**config.mk**
```make
export PLATFORM = sky130hd
export DESIGN_NAME = apk_dev_flat
export DESIGN_NICKNAME = d
export VERILOG_FILES = /design/src/verilog/apk_pkg.sv /design/src/verilog/apk_aux_if.sv /design/src/verilog/apk_dev.sv /design/src/flat_wrapper.sv
export SDC_FILE = /design/constraint.sdc
export NUM_CORES = 2
export LEC_CHECK = 0
export BUFFER_PORTS_ARGS = -buffer_cell sky130_fd_sc_hd__buf_2
export CORE_ASPECT_RATIO = 0.7
export CORE_MARGIN = 2
export CORE_UTILIZATION = 50
export DETAILED_ROUTE_END_ITERATION = 10
export PLACE_DENSITY = 0.69
export SLEW_MARGIN = 0
export SYNTH_ARGS = -nofsm -noshare
export SYNTH_HDL_FRONTEND = slang
export SYNTH_SLANG_ARGS = --single-unit
```
**constraint.sdc**
```tcl
create_clock -name aclk -period 7.3 [get_ports aclk]
set_clock_uncertainty 0.15 [all_clocks]
set_input_delay 0.365 -clock aclk [delete_from_list [all_inputs] [get_ports aclk]]
set_output_delay 0.365 -clock aclk [all_outputs]
set_load 0.05 [all_outputs]
```
**src/verilog/apk_pkg.sv**
```systemverilog
// apk_pkg: shared constants of the auxiliary packet path
// Behaviour
// - round-robin feed of all sources into encoder
// - encoder splits symbols into TERC4 channel buses
// - encoder computes and inserts header BCH parity
// - feeder holds valid through whole packet
// - packet lasts 24, 12 or 6 clocks
// - generator input ready when idle or as last beat taken
// - generator valid holds until last beat taken
// - multiplexer round-robin with ready backpressure
// - user fields replace defaults when non-zero
// - control packet inserted at each vsync rise
// - user-port control packets always dropped
// - video info inserted, user copies dropped
// - video info control set: user copies pass
// - vendor packet: insert and filter, or pass
// - metadata: insert for 3D/multi-stream, or pass
// - sound info: insert and filter, or pass
// - clock regeneration packet every millisecond
// - user strips clock regeneration packets
// - device inserts samples; user strips them
// - window drops 32 symbols after 18 packets
package apk_pkg;
   localparam int SYM_W = 12;
   localparam int CH_W = 4;
   localparam int NCH = 3;
   localparam int PKT_SYMS = 24;
   localparam int PKT_W = SYM_W * PKT_SYMS;
   localparam int HDR_W = 24;
   localparam int BCH_W = 8;
   localparam int BODY_LSB = HDR_W + BCH_W;
   localparam int BODY_W = PKT_W - BODY_LSB;
   localparam int TYPE_W = 8;
   localparam logic [BCH_W-1:0] BCH_POLY = 8'h83;
   localparam int NSRC = 8;
   localparam int NGEN = 7;
   localparam int SRC_W = 3;
   localparam logic [SRC_W-1:0] SRC_GCP = 3'h0;
   localparam logic [SRC_W-1:0] SRC_AVI = 3'h1;
   localparam logic [SRC_W-1:0] SRC_VSI = 3'h2;
   localparam logic [SRC_W-1:0] SRC_AM = 3'h3;
   localparam logic [SRC_W-1:0] SRC_AI = 3'h4;
   localparam logic [SRC_W-1:0] SRC_ACR = 3'h5;
   localparam logic [SRC_W-1:0] SRC_AUD = 3'h6;
   localparam logic [SRC_W-1:0] SRC_USER = 3'h7;
   localparam logic [TYPE_W-1:0] PT_NULL = 8'h00;
   localparam logic [TYPE_W-1:0] PT_ACR = 8'h01;
   localparam logic [TYPE_W-1:0] PT_SAMPLE = 8'h02;
   localparam logic [TYPE_W-1:0] PT_GCP = 8'h03;
   localparam logic [TYPE_W-1:0] PT_AM = 8'h0d;
   localparam logic [TYPE_W-1:0] PT_VSI = 8'h81;
   localparam logic [TYPE_W-1:0] PT_AVI = 8'h82;
   localparam logic [TYPE_W-1:0] PT_AI = 8'h84;
   localparam int GCP_W = 6;
   localparam int AVI_CTL = 112;
   localparam int VSI_CTL = 61;
   localparam int AM_CTL = 165;
   localparam int AI_CTL = 48;
   localparam int FMT_W = 4;
   localparam int ACR_W = 20;
   localparam logic [AVI_CTL-1:0] AVI_DEFAULT = 112'h80067;
   localparam int VB_RUN = 18;
   localparam int VB_GAP_SYMS = 32;
   localparam int CLK_PERIOD_NS = 4;
   localparam int ACR_PERIOD_NS = 1000000;
   localparam int ACR_PERIOD_CYC = ACR_PERIOD_NS / CLK_PERIOD_NS;
   localparam int AXI_AW = 4;
   localparam int AXI_DW = 32;
   localparam logic [AXI_AW-1:0] REG_CTRL = 4'h0;
   localparam logic [AXI_AW-1:0] REG_HEAD = 4'h4;
   localparam logic [AXI_AW-1:0] REG_BODY = 4'h8;
   localparam logic [AXI_AW-1:0] REG_STAT = 4'hc;
   localparam logic [1:0] RESP_OKAY = 2'h0;
   localparam logic [1:0] RESP_SLVERR = 2'h2;
   localparam int CTRL_START = 0;
   localparam int CTRL_CLR = 1;
   localparam int CNT_W = 8;
   localparam int STAT_CNT_LSB = 8;
   typedef enum logic {ENC_IDLE = 1'b0, ENC_SEND = 1'b1} apk_enc_e;
   typedef enum logic {USR_IDLE = 1'b0, USR_SEND = 1'b1} apk_usr_e;
endpackage

```
**src/verilog/apk_aux_if.sv**
```systemverilog
// apk_aux_if: auxiliary packet stream between user logic and the device
interface apk_aux_if #(parameter int SYMS = 1);
   import apk_pkg::*;
   logic [SYM_W*SYMS-1:0] data;
   logic valid;
   logic ready;
   modport src (output data, output valid, input ready);
   modport snk (input data, input valid, output ready);
endinterface

```
**src/verilog/apk_dev.sv**
```systemverilog
// apk_dev: packet generators, multiplexer and encoder
//
// The implementer's own choices: the register addresses and the AXI4-Lite register port.
module apk_gen #(parameter int SYMS = 1)
(
   input wire logic aclk,
   input wire logic aresetn,
   input wire logic trig,
   input wire logic [apk_pkg::PKT_W-1:0] pkt,
   output logic [apk_pkg::SYM_W*SYMS-1:0] out_data,
   output logic out_valid,
   input wire logic out_ready,
   output logic in_ready
);
   import apk_pkg::*;
   localparam int BEATS = PKT_SYMS / SYMS;
   localparam int BW = SYM_W * SYMS;
   localparam int CW = $clog2(BEATS + 1);
   logic [PKT_W-1:0] shreg;
   logic [CW-1:0] cnt;
   wire take = out_valid & out_ready;
   wire last = cnt == CW'(BEATS - 1);
   assign in_ready = ~out_valid | (take & last);
   assign out_data = shreg[BW-1:0];
   always_ff @(posedge aclk)
   begin
      if (!aresetn)
      begin
         out_valid <= 1'b0;
         cnt <= '0;
         shreg <= '0;
      end
      else if (trig && in_ready)
      begin
         out_valid <= 1'b1;
         cnt <= '0;
         shreg <= pkt;
      end
      else if (take)
      begin
         shreg <= shreg >> BW;
         cnt <= cnt + 1'b1;
         if (last)
            out_valid <= 1'b0;
      end
   end
endmodule

module apk_dev #(
   parameter int SYMS = 1,
   parameter int AUD_W = 32,
   parameter int ACR_PERIOD = apk_pkg::ACR_PERIOD_CYC,
   parameter logic [apk_pkg::VSI_CTL-1:0] VSI_DEFAULT = '0,
   parameter logic [apk_pkg::AI_CTL-1:0] AI_DEFAULT = '0,
   parameter logic [apk_pkg::FMT_W-1:0] FMT_3D = 4'h1,
   parameter logic [apk_pkg::FMT_W-1:0] FMT_MST = 4'h2
)
(
   input wire logic aclk,
   input wire logic aresetn,
   apk_aux_if.snk aux,
   input wire logic vsync,
   input wire logic vblank,
   input wire logic window_open,
   input wire logic [apk_pkg::GCP_W-1:0] gcp,
   input wire logic [apk_pkg::AVI_CTL:0] info_avi,
   input wire logic [apk_pkg::VSI_CTL:0] info_vsi,
   input wire logic [apk_pkg::AM_CTL:0] audio_metadata,
   input wire logic [apk_pkg::FMT_W-1:0] audio_format,
   input wire logic [apk_pkg::AI_CTL:0] sound_infoframe_bundle,
   input wire logic [apk_pkg::ACR_W-1:0] audio_n,
   input wire logic [apk_pkg::ACR_W-1:0] audio_cts,
   input wire logic [AUD_W-1:0] audio_data,
   input wire logic audio_valid,
   output logic audio_ready,
   output logic [apk_pkg::SYM_W*SYMS-1:0] tx_data,
   output logic tx_valid,
   output logic tx_first,
   output logic island_en
);
   import apk_pkg::*;
   localparam int BEATS = PKT_SYMS / SYMS;
   localparam int BW = SYM_W * SYMS;
   localparam int BCW = $clog2(BEATS + 1);
   localparam int ACW = $clog2(ACR_PERIOD + 1);
   localparam int GAP_CYC = VB_GAP_SYMS / SYMS;
   localparam int GW = $clog2(GAP_CYC + 1);
   localparam int RW = $clog2(VB_RUN + 1);

   function automatic logic [PKT_W-1:0] mk(input logic [TYPE_W-1:0] t,
                                           input logic [BODY_W-1:0] b);
      mk = {b, {(BODY_LSB - TYPE_W){1'b0}}, t};
   endfunction

   function automatic logic [SRC_W-1:0] rr_pick(input logic [NSRC-1:0] req,
                                                input logic [SRC_W-1:0] prev);
      logic [SRC_W-1:0] idx;
      logic found;
      rr_pick = prev;
      found = 1'b0;
      for (int i = 1; i <= NSRC; i++)
      begin
         idx = prev + SRC_W'(i);
         if (req[idx] && !found)
         begin
            rr_pick = idx;
            found = 1'b1;
         end
      end
   endfunction

   logic vs_d;
   logic [ACW-1:0] acr_cnt;
   logic [PKT_W-1:0] gpkt [NGEN];
   logic [NGEN-1:0] gtrig;
   logic [NGEN-1:0] gin_rdy;
   logic [BW-1:0] sdata [NSRC];
   logic [NSRC-1:0] sreq;
   logic [NSRC-1:0] srdy;
   logic [BCW-1:0] ubeat;
   logic udrop;
   apk_enc_e state;
   logic [BCW-1:0] bcnt;
   logic [SRC_W-1:0] gsel;
   logic gnull;
   logic [BCH_W-1:0] par;
   logic [BCH_W-1:0] next_par;
   logic [BW-1:0] enc_sym;
   logic [BW-1:0] chan_fmt;
   logic [RW-1:0] run;
   logic [GW-1:0] gap;

   // event detection
   wire vs_rise = vsync & ~vs_d;
   wire acr_tick = acr_cnt == ACW'(ACR_PERIOD - 1);
   wire avi_own = ~info_avi[AVI_CTL];
   wire vsi_own = ~info_vsi[VSI_CTL];
   wire am_own = ~audio_metadata[AM_CTL];
   wire ai_own = ~sound_infoframe_bundle[AI_CTL];
   wire am_fmt = (audio_format == FMT_3D) | (audio_format == FMT_MST);
   wire aud_take = audio_valid & audio_ready;
   wire [AVI_CTL-1:0] avi_f = info_avi[AVI_CTL-1:0];
   wire [VSI_CTL-1:0] vsi_f = info_vsi[VSI_CTL-1:0];
   wire [AI_CTL-1:0] ai_f = sound_infoframe_bundle[AI_CTL-1:0];

   // generators
   assign gtrig[SRC_GCP] = vs_rise;
   assign gtrig[SRC_AVI] = vs_rise & avi_own;
   assign gtrig[SRC_VSI] = vs_rise & vsi_own;
   assign gtrig[SRC_AM] = vs_rise & am_own & am_fmt;
   assign gtrig[SRC_AI] = vs_rise & ai_own;
   assign gtrig[SRC_ACR] = acr_tick;
   assign gtrig[SRC_AUD] = aud_take;
   assign gpkt[SRC_GCP] = mk(PT_GCP, BODY_W'(gcp));
   assign gpkt[SRC_AVI] = mk(PT_AVI, BODY_W'((|avi_f) ? avi_f : AVI_DEFAULT));
   assign gpkt[SRC_VSI] = mk(PT_VSI, BODY_W'((|vsi_f) ? vsi_f : VSI_DEFAULT));
   assign gpkt[SRC_AM] = mk(PT_AM, BODY_W'(audio_metadata[AM_CTL-1:0]));
   assign gpkt[SRC_AI] = mk(PT_AI, BODY_W'((|ai_f) ? ai_f : AI_DEFAULT));
   assign gpkt[SRC_ACR] = mk(PT_ACR, BODY_W'({audio_cts, audio_n}));
   assign gpkt[SRC_AUD] = mk(PT_SAMPLE, BODY_W'(audio_data));

   for (genvar g = 0; g < NGEN; g++)
   begin : gen_src
      apk_gen #(.SYMS(SYMS)) u_gen (
         .aclk(aclk),
         .aresetn(aresetn),
         .trig(gtrig[g]),
         .pkt(gpkt[g]),
         .out_data(sdata[g]),
         .out_valid(sreq[g]),
         .out_ready(srdy[g]),
         .in_ready(gin_rdy[g])
      );
   end

   // user port filtering
   wire ufirst = ubeat == '0;
   wire [TYPE_W-1:0] utype = aux.data[TYPE_W-1:0];
   wire type_drop = (utype == PT_GCP)
      | ((utype == PT_AVI) & avi_own)
      | ((utype == PT_VSI) & vsi_own)
      | ((utype == PT_AM) & am_own)
      | ((utype == PT_AI) & ai_own);
   wire drop_now = ufirst ? type_drop : udrop;
   wire uhs = aux.valid & aux.ready;
   assign sdata[SRC_USER] = aux.data;
   assign sreq[SRC_USER] = aux.valid & ~drop_now;
   assign aux.ready = drop_now | srdy[SRC_USER];

   // arbitration
   wire sending = state == ENC_SEND;
   wire last = sending && (bcnt == BCW'(BEATS - 1));
   wire gap_load = last & vblank & (run == RW'(VB_RUN - 1));
   wire start = island_en & ~gap_load & (~sending | last);
   wire any_req = |sreq;
   wire [SRC_W-1:0] pick = rr_pick(sreq, gsel);
   wire [BW-1:0] beat_in = gnull ? '0 : sdata[gsel];
   assign srdy = (sending && !gnull) ? (NSRC'(1) << gsel) : '0;

   // header parity into its slot
   always_comb
   begin
      next_par = (bcnt == '0) ? '0 : par;
      enc_sym = beat_in;
      for (int k = 0; k < BW; k++)
      begin
         if (int'(bcnt) * BW + k < HDR_W)
         begin
            if (beat_in[k] ^ next_par[0])
               next_par = (next_par >> 1) ^ BCH_POLY;
            else
               next_par = next_par >> 1;
         end
         else if (int'(bcnt) * BW + k < BODY_LSB)
            enc_sym[k] = next_par[int'(bcnt) * BW + k - HDR_W];
      end
   end

   // per-channel buses
   for (genvar s = 0; s < SYMS; s++)
   begin : gen_sym
      for (genvar c = 0; c < NCH; c++)
      begin : gen_ch
         assign chan_fmt[c*CH_W*SYMS + s*CH_W +: CH_W] = enc_sym[s*SYM_W + c*CH_W +: CH_W];
      end
   end

   always_ff @(posedge aclk)
   begin
      if (!aresetn)
      begin
         vs_d <= 1'b0;
         acr_cnt <= '0;
         audio_ready <= 1'b0;
         ubeat <= '0;
         udrop <= 1'b0;
      end
      else
      begin
         vs_d <= vsync;
         acr_cnt <= acr_tick ? '0 : acr_cnt + 1'b1;
         audio_ready <= gin_rdy[SRC_AUD] & ~aud_take;
         if (uhs)
         begin
            ubeat <= (ubeat == BCW'(BEATS - 1)) ? '0 : ubeat + 1'b1;
            if (ufirst)
               udrop <= type_drop;
         end
      end
   end

   always_ff @(posedge aclk)
   begin
      if (!aresetn)
      begin
         state <= ENC_IDLE;
         bcnt <= '0;
         gsel <= SRC_USER;
         gnull <= 1'b1;
         par <= '0;
         tx_data <= '0;
         tx_valid <= 1'b0;
         tx_first <= 1'b0;
      end
      else
      begin
         par <= next_par;
         tx_data <= chan_fmt;
         tx_valid <= sending;
         tx_first <= sending && (bcnt == '0);
         if (start)
         begin
            state <= ENC_SEND;
            bcnt <= '0;
            gnull <= ~any_req;
            if (any_req)
               gsel <= pick;
         end
         else if (last)
         begin
            state <= ENC_IDLE;
            bcnt <= '0;
         end
         else if (sending)
            bcnt <= bcnt + 1'b1;
      end
   end

   // vblank run limit
   always_ff @(posedge aclk)
   begin
      if (!aresetn)
      begin
         run <= '0;
         gap <= '0;
         island_en <= 1'b0;
      end
      else
      begin
         if (!vblank || gap_load)
            run <= '0;
         else if (last)
            run <= run + 1'b1;
         if (gap_load)
            gap <= GW'(GAP_CYC);
         else if (gap != '0)
            gap <= gap - 1'b1;
         island_en <= window_open & ~gap_load & (gap <= GW'(1));
      end
   end
endmodule

```
**src/flat_wrapper.sv**
```systemverilog
// flat-port wrapper written by rule: the top's interface ports become plain ports
module apk_dev_flat import apk_pkg::*;
#(
   parameter int SYMS = 1,
   parameter int AUD_W = 32,
   parameter int ACR_PERIOD = apk_pkg::ACR_PERIOD_CYC,
   parameter logic [apk_pkg::VSI_CTL-1:0] VSI_DEFAULT = '0,
   parameter logic [apk_pkg::AI_CTL-1:0] AI_DEFAULT = '0,
   parameter logic [apk_pkg::FMT_W-1:0] FMT_3D = 4'h1,
   parameter logic [apk_pkg::FMT_W-1:0] FMT_MST = 4'h2
)
  (aclk, aresetn, vsync, vblank, window_open, gcp, info_avi, info_vsi, audio_metadata, audio_format, sound_infoframe_bundle, audio_n, audio_cts, audio_data, audio_valid, audio_ready, tx_data, tx_valid, tx_first, island_en, aux_data, aux_valid, aux_ready);
  apk_aux_if #(.SYMS(SYMS)) aux_i ();
  input wire logic aclk;
  input wire logic aresetn;
  input wire logic vsync;
  input wire logic vblank;
  input wire logic window_open;
  input wire logic [apk_pkg::GCP_W-1:0] gcp;
  input wire logic [apk_pkg::AVI_CTL:0] info_avi;
  input wire logic [apk_pkg::VSI_CTL:0] info_vsi;
  input wire logic [apk_pkg::AM_CTL:0] audio_metadata;
  input wire logic [apk_pkg::FMT_W-1:0] audio_format;
  input wire logic [apk_pkg::AI_CTL:0] sound_infoframe_bundle;
  input wire logic [apk_pkg::ACR_W-1:0] audio_n;
  input wire logic [apk_pkg::ACR_W-1:0] audio_cts;
  input wire logic [AUD_W-1:0] audio_data;
  input wire logic audio_valid;
  output logic audio_ready;
  output logic [apk_pkg::SYM_W*SYMS-1:0] tx_data;
  output logic tx_valid;
  output logic tx_first;
  output logic island_en;
  input wire logic [$bits(aux_i.data)-1:0] aux_data;
  input wire logic [$bits(aux_i.valid)-1:0] aux_valid;
  output wire logic [$bits(aux_i.ready)-1:0] aux_ready;
  assign aux_i.data = aux_data;
  assign aux_i.valid = aux_valid;
  assign aux_ready = aux_i.ready;
  apk_dev #(.SYMS(SYMS), .AUD_W(AUD_W), .ACR_PERIOD(ACR_PERIOD), .VSI_DEFAULT(VSI_DEFAULT), .AI_DEFAULT(AI_DEFAULT), .FMT_3D(FMT_3D), .FMT_MST(FMT_MST)) u_core (.aclk(aclk), .aresetn(aresetn), .aux(aux_i), .vsync(vsync), .vblank(vblank), .window_open(window_open), .gcp(gcp), .info_avi(info_avi), .info_vsi(info_vsi), .audio_metadata(audio_metadata), .audio_format(audio_format), .sound_infoframe_bundle(sound_infoframe_bundle), .audio_n(audio_n), .audio_cts(audio_cts), .audio_data(audio_data), .audio_valid(audio_valid), .audio_ready(audio_ready), .tx_data(tx_data), .tx_valid(tx_valid), .tx_first(tx_first), .island_en(island_en));
endmodule
```
==> run summary <==
Outcome = complete, no violations
Clock Sinks = 826
Async set or reset register ratio after synthesis = 0
Post-synthesis instance total = 4777
Switching pwr = 0.00321 W
DP Worst Slack = 1.54 ns
Die Span X = 325 µm
Post-CTS Hold Buffers = 474
Synth top area share = 0.459
Hold_ws = 0.175 ns
WHS Endpoint = u_core.gsel[0]$_SDFFE_PN1P_
PostCTS Resize Cnt = 0
Clock-pin slew on the worst setup and hold paths = 0.07 ns
GRT overflow = 0
Clock root cell = clkbuf_16
CP max stage cell = or3_1
CP arrival = 6.28 ns
Drc violations = 0
Setup_tns = 0 ns
Worst-skew pair later-pin latency = 0.63 ns
Seq pwr share = 0.419
FF-to-FF path depth = 18
Post-synth EDFFs = 0
Critical Path RT = 7.68 ns
Hold Fails Final Rpt = 0
Fin crit period = 5.90 ns
Io pins = 508
Most frequent cells in the layout = nand2_1 (1413), dfxtp_1 (825), a21oi_1 (732), nor2_1 (512), buf_2 (507)
Seq/Total Area, Yosys = 0.459
Final ANT Viol Nets = 0
Vias per cell = 5.62
Wire per inst = 17.9 µm
Main synth FF type = dfxtp_1
HP Class = in -> reg
CTS buffer count = 80
Leakage Power = 17.2 nW
Clock share of power = 0.370
Part of the cycle the worst path needs = 0.808
Final Routed Wirelength = 117 mm
Maximum VDD drop = 0.000208 V
Vias in the first global route = 34300
Final worst slack = 1.40 ns
Startpoint Class = register
Fin. max-slew vios = 0
First-pass GRT wire length = 184 mm
FF-to-FF End = u_core.par[1]$_SDFF_PN0_
Internal power = 0.00824 W
Syn avg cell area = 7.54 µm²
# setup viols final = 0
First DRT Iteration DRCs = 3650
Routed via count = 36900
Worst reg2reg path startpoint = u_core.bcnt[0]$_SDFFE_PP0P_
Syn Nets = 5302
Power density over the cells = 247 nW/µm²
Max frequency = 0.170 GHz
Nets@finish = 6042
CP endpoint kind = register
PortBufs = 507
Worst Tran Pin Value = 1.21 ns
CP max FO = 17
Register-to-register setup slack = 1.40 ns
Sw frac = 0.280
CTS tree = done
CTS H-Tree Depth = 3
CP cell instances = buf_4, clkinv_1, ha_1, and2_0, or3_1, o211a_1, o211ai_1, nand3_1, a31o_4, xnor2_2, xor2_1, xnor2_1, mux2_4, mux2_1, and3_4, a21oi_4, xor3_1, a211oi_2
Max cap viols = 0
Warning count from the yosys run = 0
Total die area = 74300 µm²
Post-Synthesis Cell Area = 36000 µm²
Area growth syn-to-layout = 28.5%
Yosys top cell by area = dfxtp_1
FF+latch count, synth = 826
Antenna violations before repair = 15
Row count = 82
RD Place Congestion = 0.909
Post-CTS setup buffer count = 0
Post-DP HPWL = 72.3 mm
CP max stage delay = 0.55 ns
Layout cell share with drive strength beyond 1 = 0.134
Core Footprint = 71400 µm²
Rel. slew slack = 0.189
Hold Path Depth = 3
Hold Startpoint = aresetn
Die H = 229 µm
Largest net degree at the start of global routing = 211
Largest cells by area after synthesis = dfxtp_1 (46%), nand2_1 (15%), a21oi_1 (10%), nor2_1 (5.4%), a311oi_1 (4.3%)
Kind of critical path = reg -> reg
Unrepaired setup endpoints after global routing = no
Commonest non-fill, non-tap cell in the layout = nand2_1
Deepest clock path buffer count = 3
Core Util, Final = 0.648
Drt pass-1 iters = 6
Starting Density = 0.505
GRT Total Usage = 0.301
Gate power share = 0.211
Netlist cell types = 77
sequential cells by signal (all words and copies together), names as in the netlist, 3 cells and up:
signal	count
u_core.gen_src.u_gen.shreg	714
u_core.gen_src.u_gen.cnt	35
u_core.acr_cnt	18
u_core.tx_data	12
u_core.par	8
u_core.gen_src.u_gen.out_valid	7
u_core.gap	6
u_core.bcnt	5
u_core.run	5
u_core.ubeat	5
u_core.gsel	3
cells by family after synthesis:
| group | after synthesis | share of synthesized area |
|---|---|---|
| simple gates | 2256 | 0.254 |
| xor+xnor | 102 | 0.0272 |
| fa+ha+maj | 34 | 0.0120 |
| mux | 65 | 0.0254 |
| compound gates | 1098 | 0.181 |
| flops | 826 | 0.459 |
| buf+inv | 396 | 0.0418 |
cell usage after synthesis (3+ instances only):
| cell type | number |
|---|---|
| nand2_1 | 1413 |
| dfxtp_1 | 826 |
| a21oi_1 | 733 |
| nor2_1 | 514 |
| clkbuf_1 | 332 |
| a311oi_1 | 175 |
| nand3_1 | 119 |
| o21ai_0 | 65 |
| nor4_1 | 59 |
| xnor2_1 | 49 |
| xor2_1 | 46 |
| a22oi_1 | 37 |
| mux2i_1 | 35 |
| nand4_1 | 34 |
| ha_1 | 33 |
| inv_1 | 30 |
| nor3_1 | 26 |
| buf_1 | 25 |
| mux4_2 | 20 |
| a31oi_1 | 16 |
| and3_1 | 16 |
| nand2b_1 | 16 |
| nor2b_1 | 13 |
| and2_1 | 12 |
| a221oi_1 | 10 |
| a21o_1 | 9 |
| or3_1 | 9 |
| a211oi_1 | 8 |
| mux2_2 | 8 |
| a211o_1 | 6 |
| nand3b_1 | 6 |
| or2_2 | 5 |
| a21oi_2 | 3 |
| a32oi_1 | 3 |
| buf_2 | 3 |
| o22ai_1 | 3 |
| o31a_1 | 3 |
| o31ai_1 | 3 |
| or4_1 | 3 |
| xnor3_1 | 3 |
through the flow:
stage | power, W | cells | cell area, µm²
2_1_floorplan | 0.00650 | 4777 | 36000
3_3_place_gp | 0.00705 | 5927 | 38900
3_5_place_dp | 0.00707 | 5927 | 38900
4_1_cts | 0.0115 | 6545 | 46300
5_1_grt | 0.0119 | 6559 | 46300
6_report | 0.0115 | 6563 | 46300
final cells by class:
| cell class | instances | area, µm² |
|---|---|---|
| clock inverters | 26 | 250 |
| well taps | 966 | 1210 |
| multi-input cells | 3555 | 18100 |
| diodes | 18 | 45.0 |
| inverters | 33 | 131 |
| flip-flops and latches | 826 | 16500 |
| clock buffers | 118 | 2410 |
| repair buffers | 1021 | 7610 |
| fillers | 6142 | 25100 |
power by group through the flow:
stage	registers (W)	clock network [W]	logic, W
3_5_place_dp	0.00490	0	0.00218
4_1_cts	0.00480	0.00430	0.00239
5_1_grt	0.00482	0.00449	0.00264
3_3_place_gp	0.00490	0	0.00215
6_report	0.00480	0.00423	0.00242
2_1_floorplan	0.00487	0	0.00164
layer usage:
| metal | track usage | wire length (µm) | part of all wire | up-vias |
|---|---|---|---|---|
| li1 | - | - | - | 17700 |
| met1 | 0.425 | 53100 | 0.45 | 17300 |
| met2 | 0.455 | 51700 | 0.44 | 1475 |
| met3 | 0.0548 | 7700 | 0.066 | 402 |
| met4 | 0.119 | 4650 | 0.040 | 0 |
| met5 | 0 | 0 | 0 | - |
worst max path at each step:
stage,start,endpoint,slack [ns],depth (start not counted)
2_1_floorplan,u_core.bcnt[2]$_SDFFE_PP0P_,u_core.par[1]$_SDFF_PN0_,2.18,20
3_3_place_gp,u_core.bcnt[0]$_SDFFE_PP0P_,u_core.par[1]$_SDFF_PN0_,1.56,19
3_5_place_dp,u_core.bcnt[0]$_SDFFE_PP0P_,u_core.par[1]$_SDFF_PN0_,1.54,19
4_1_cts,u_core.bcnt[0]$_SDFFE_PP0P_,u_core.par[1]$_SDFF_PN0_,1.52,19
5_1_grt,u_core.bcnt[0]$_SDFFE_PP0P_,u_core.par[1]$_SDFF_PN0_,1.05,18
6_report,u_core.bcnt[0]$_SDFFE_PP0P_,u_core.par[1]$_SDFF_PN0_,1.40,18
worst max-delay path: cells and delay by family (launching register included):
kind | cells | cell delay (ns)
AO/OA/AOI/OAI | 5 | 1.37
buffers and inverters | 2 | 0.57
AND/OR/NAND/NOR | 4 | 1.18
adder cells (fa/ha/maj) | 1 | 0.46
XOR/XNOR | 4 | 0.92
multiplexers | 2 | 0.67
flip-flops | 1 | 0.50
Power figures use the tool's default switching activity.
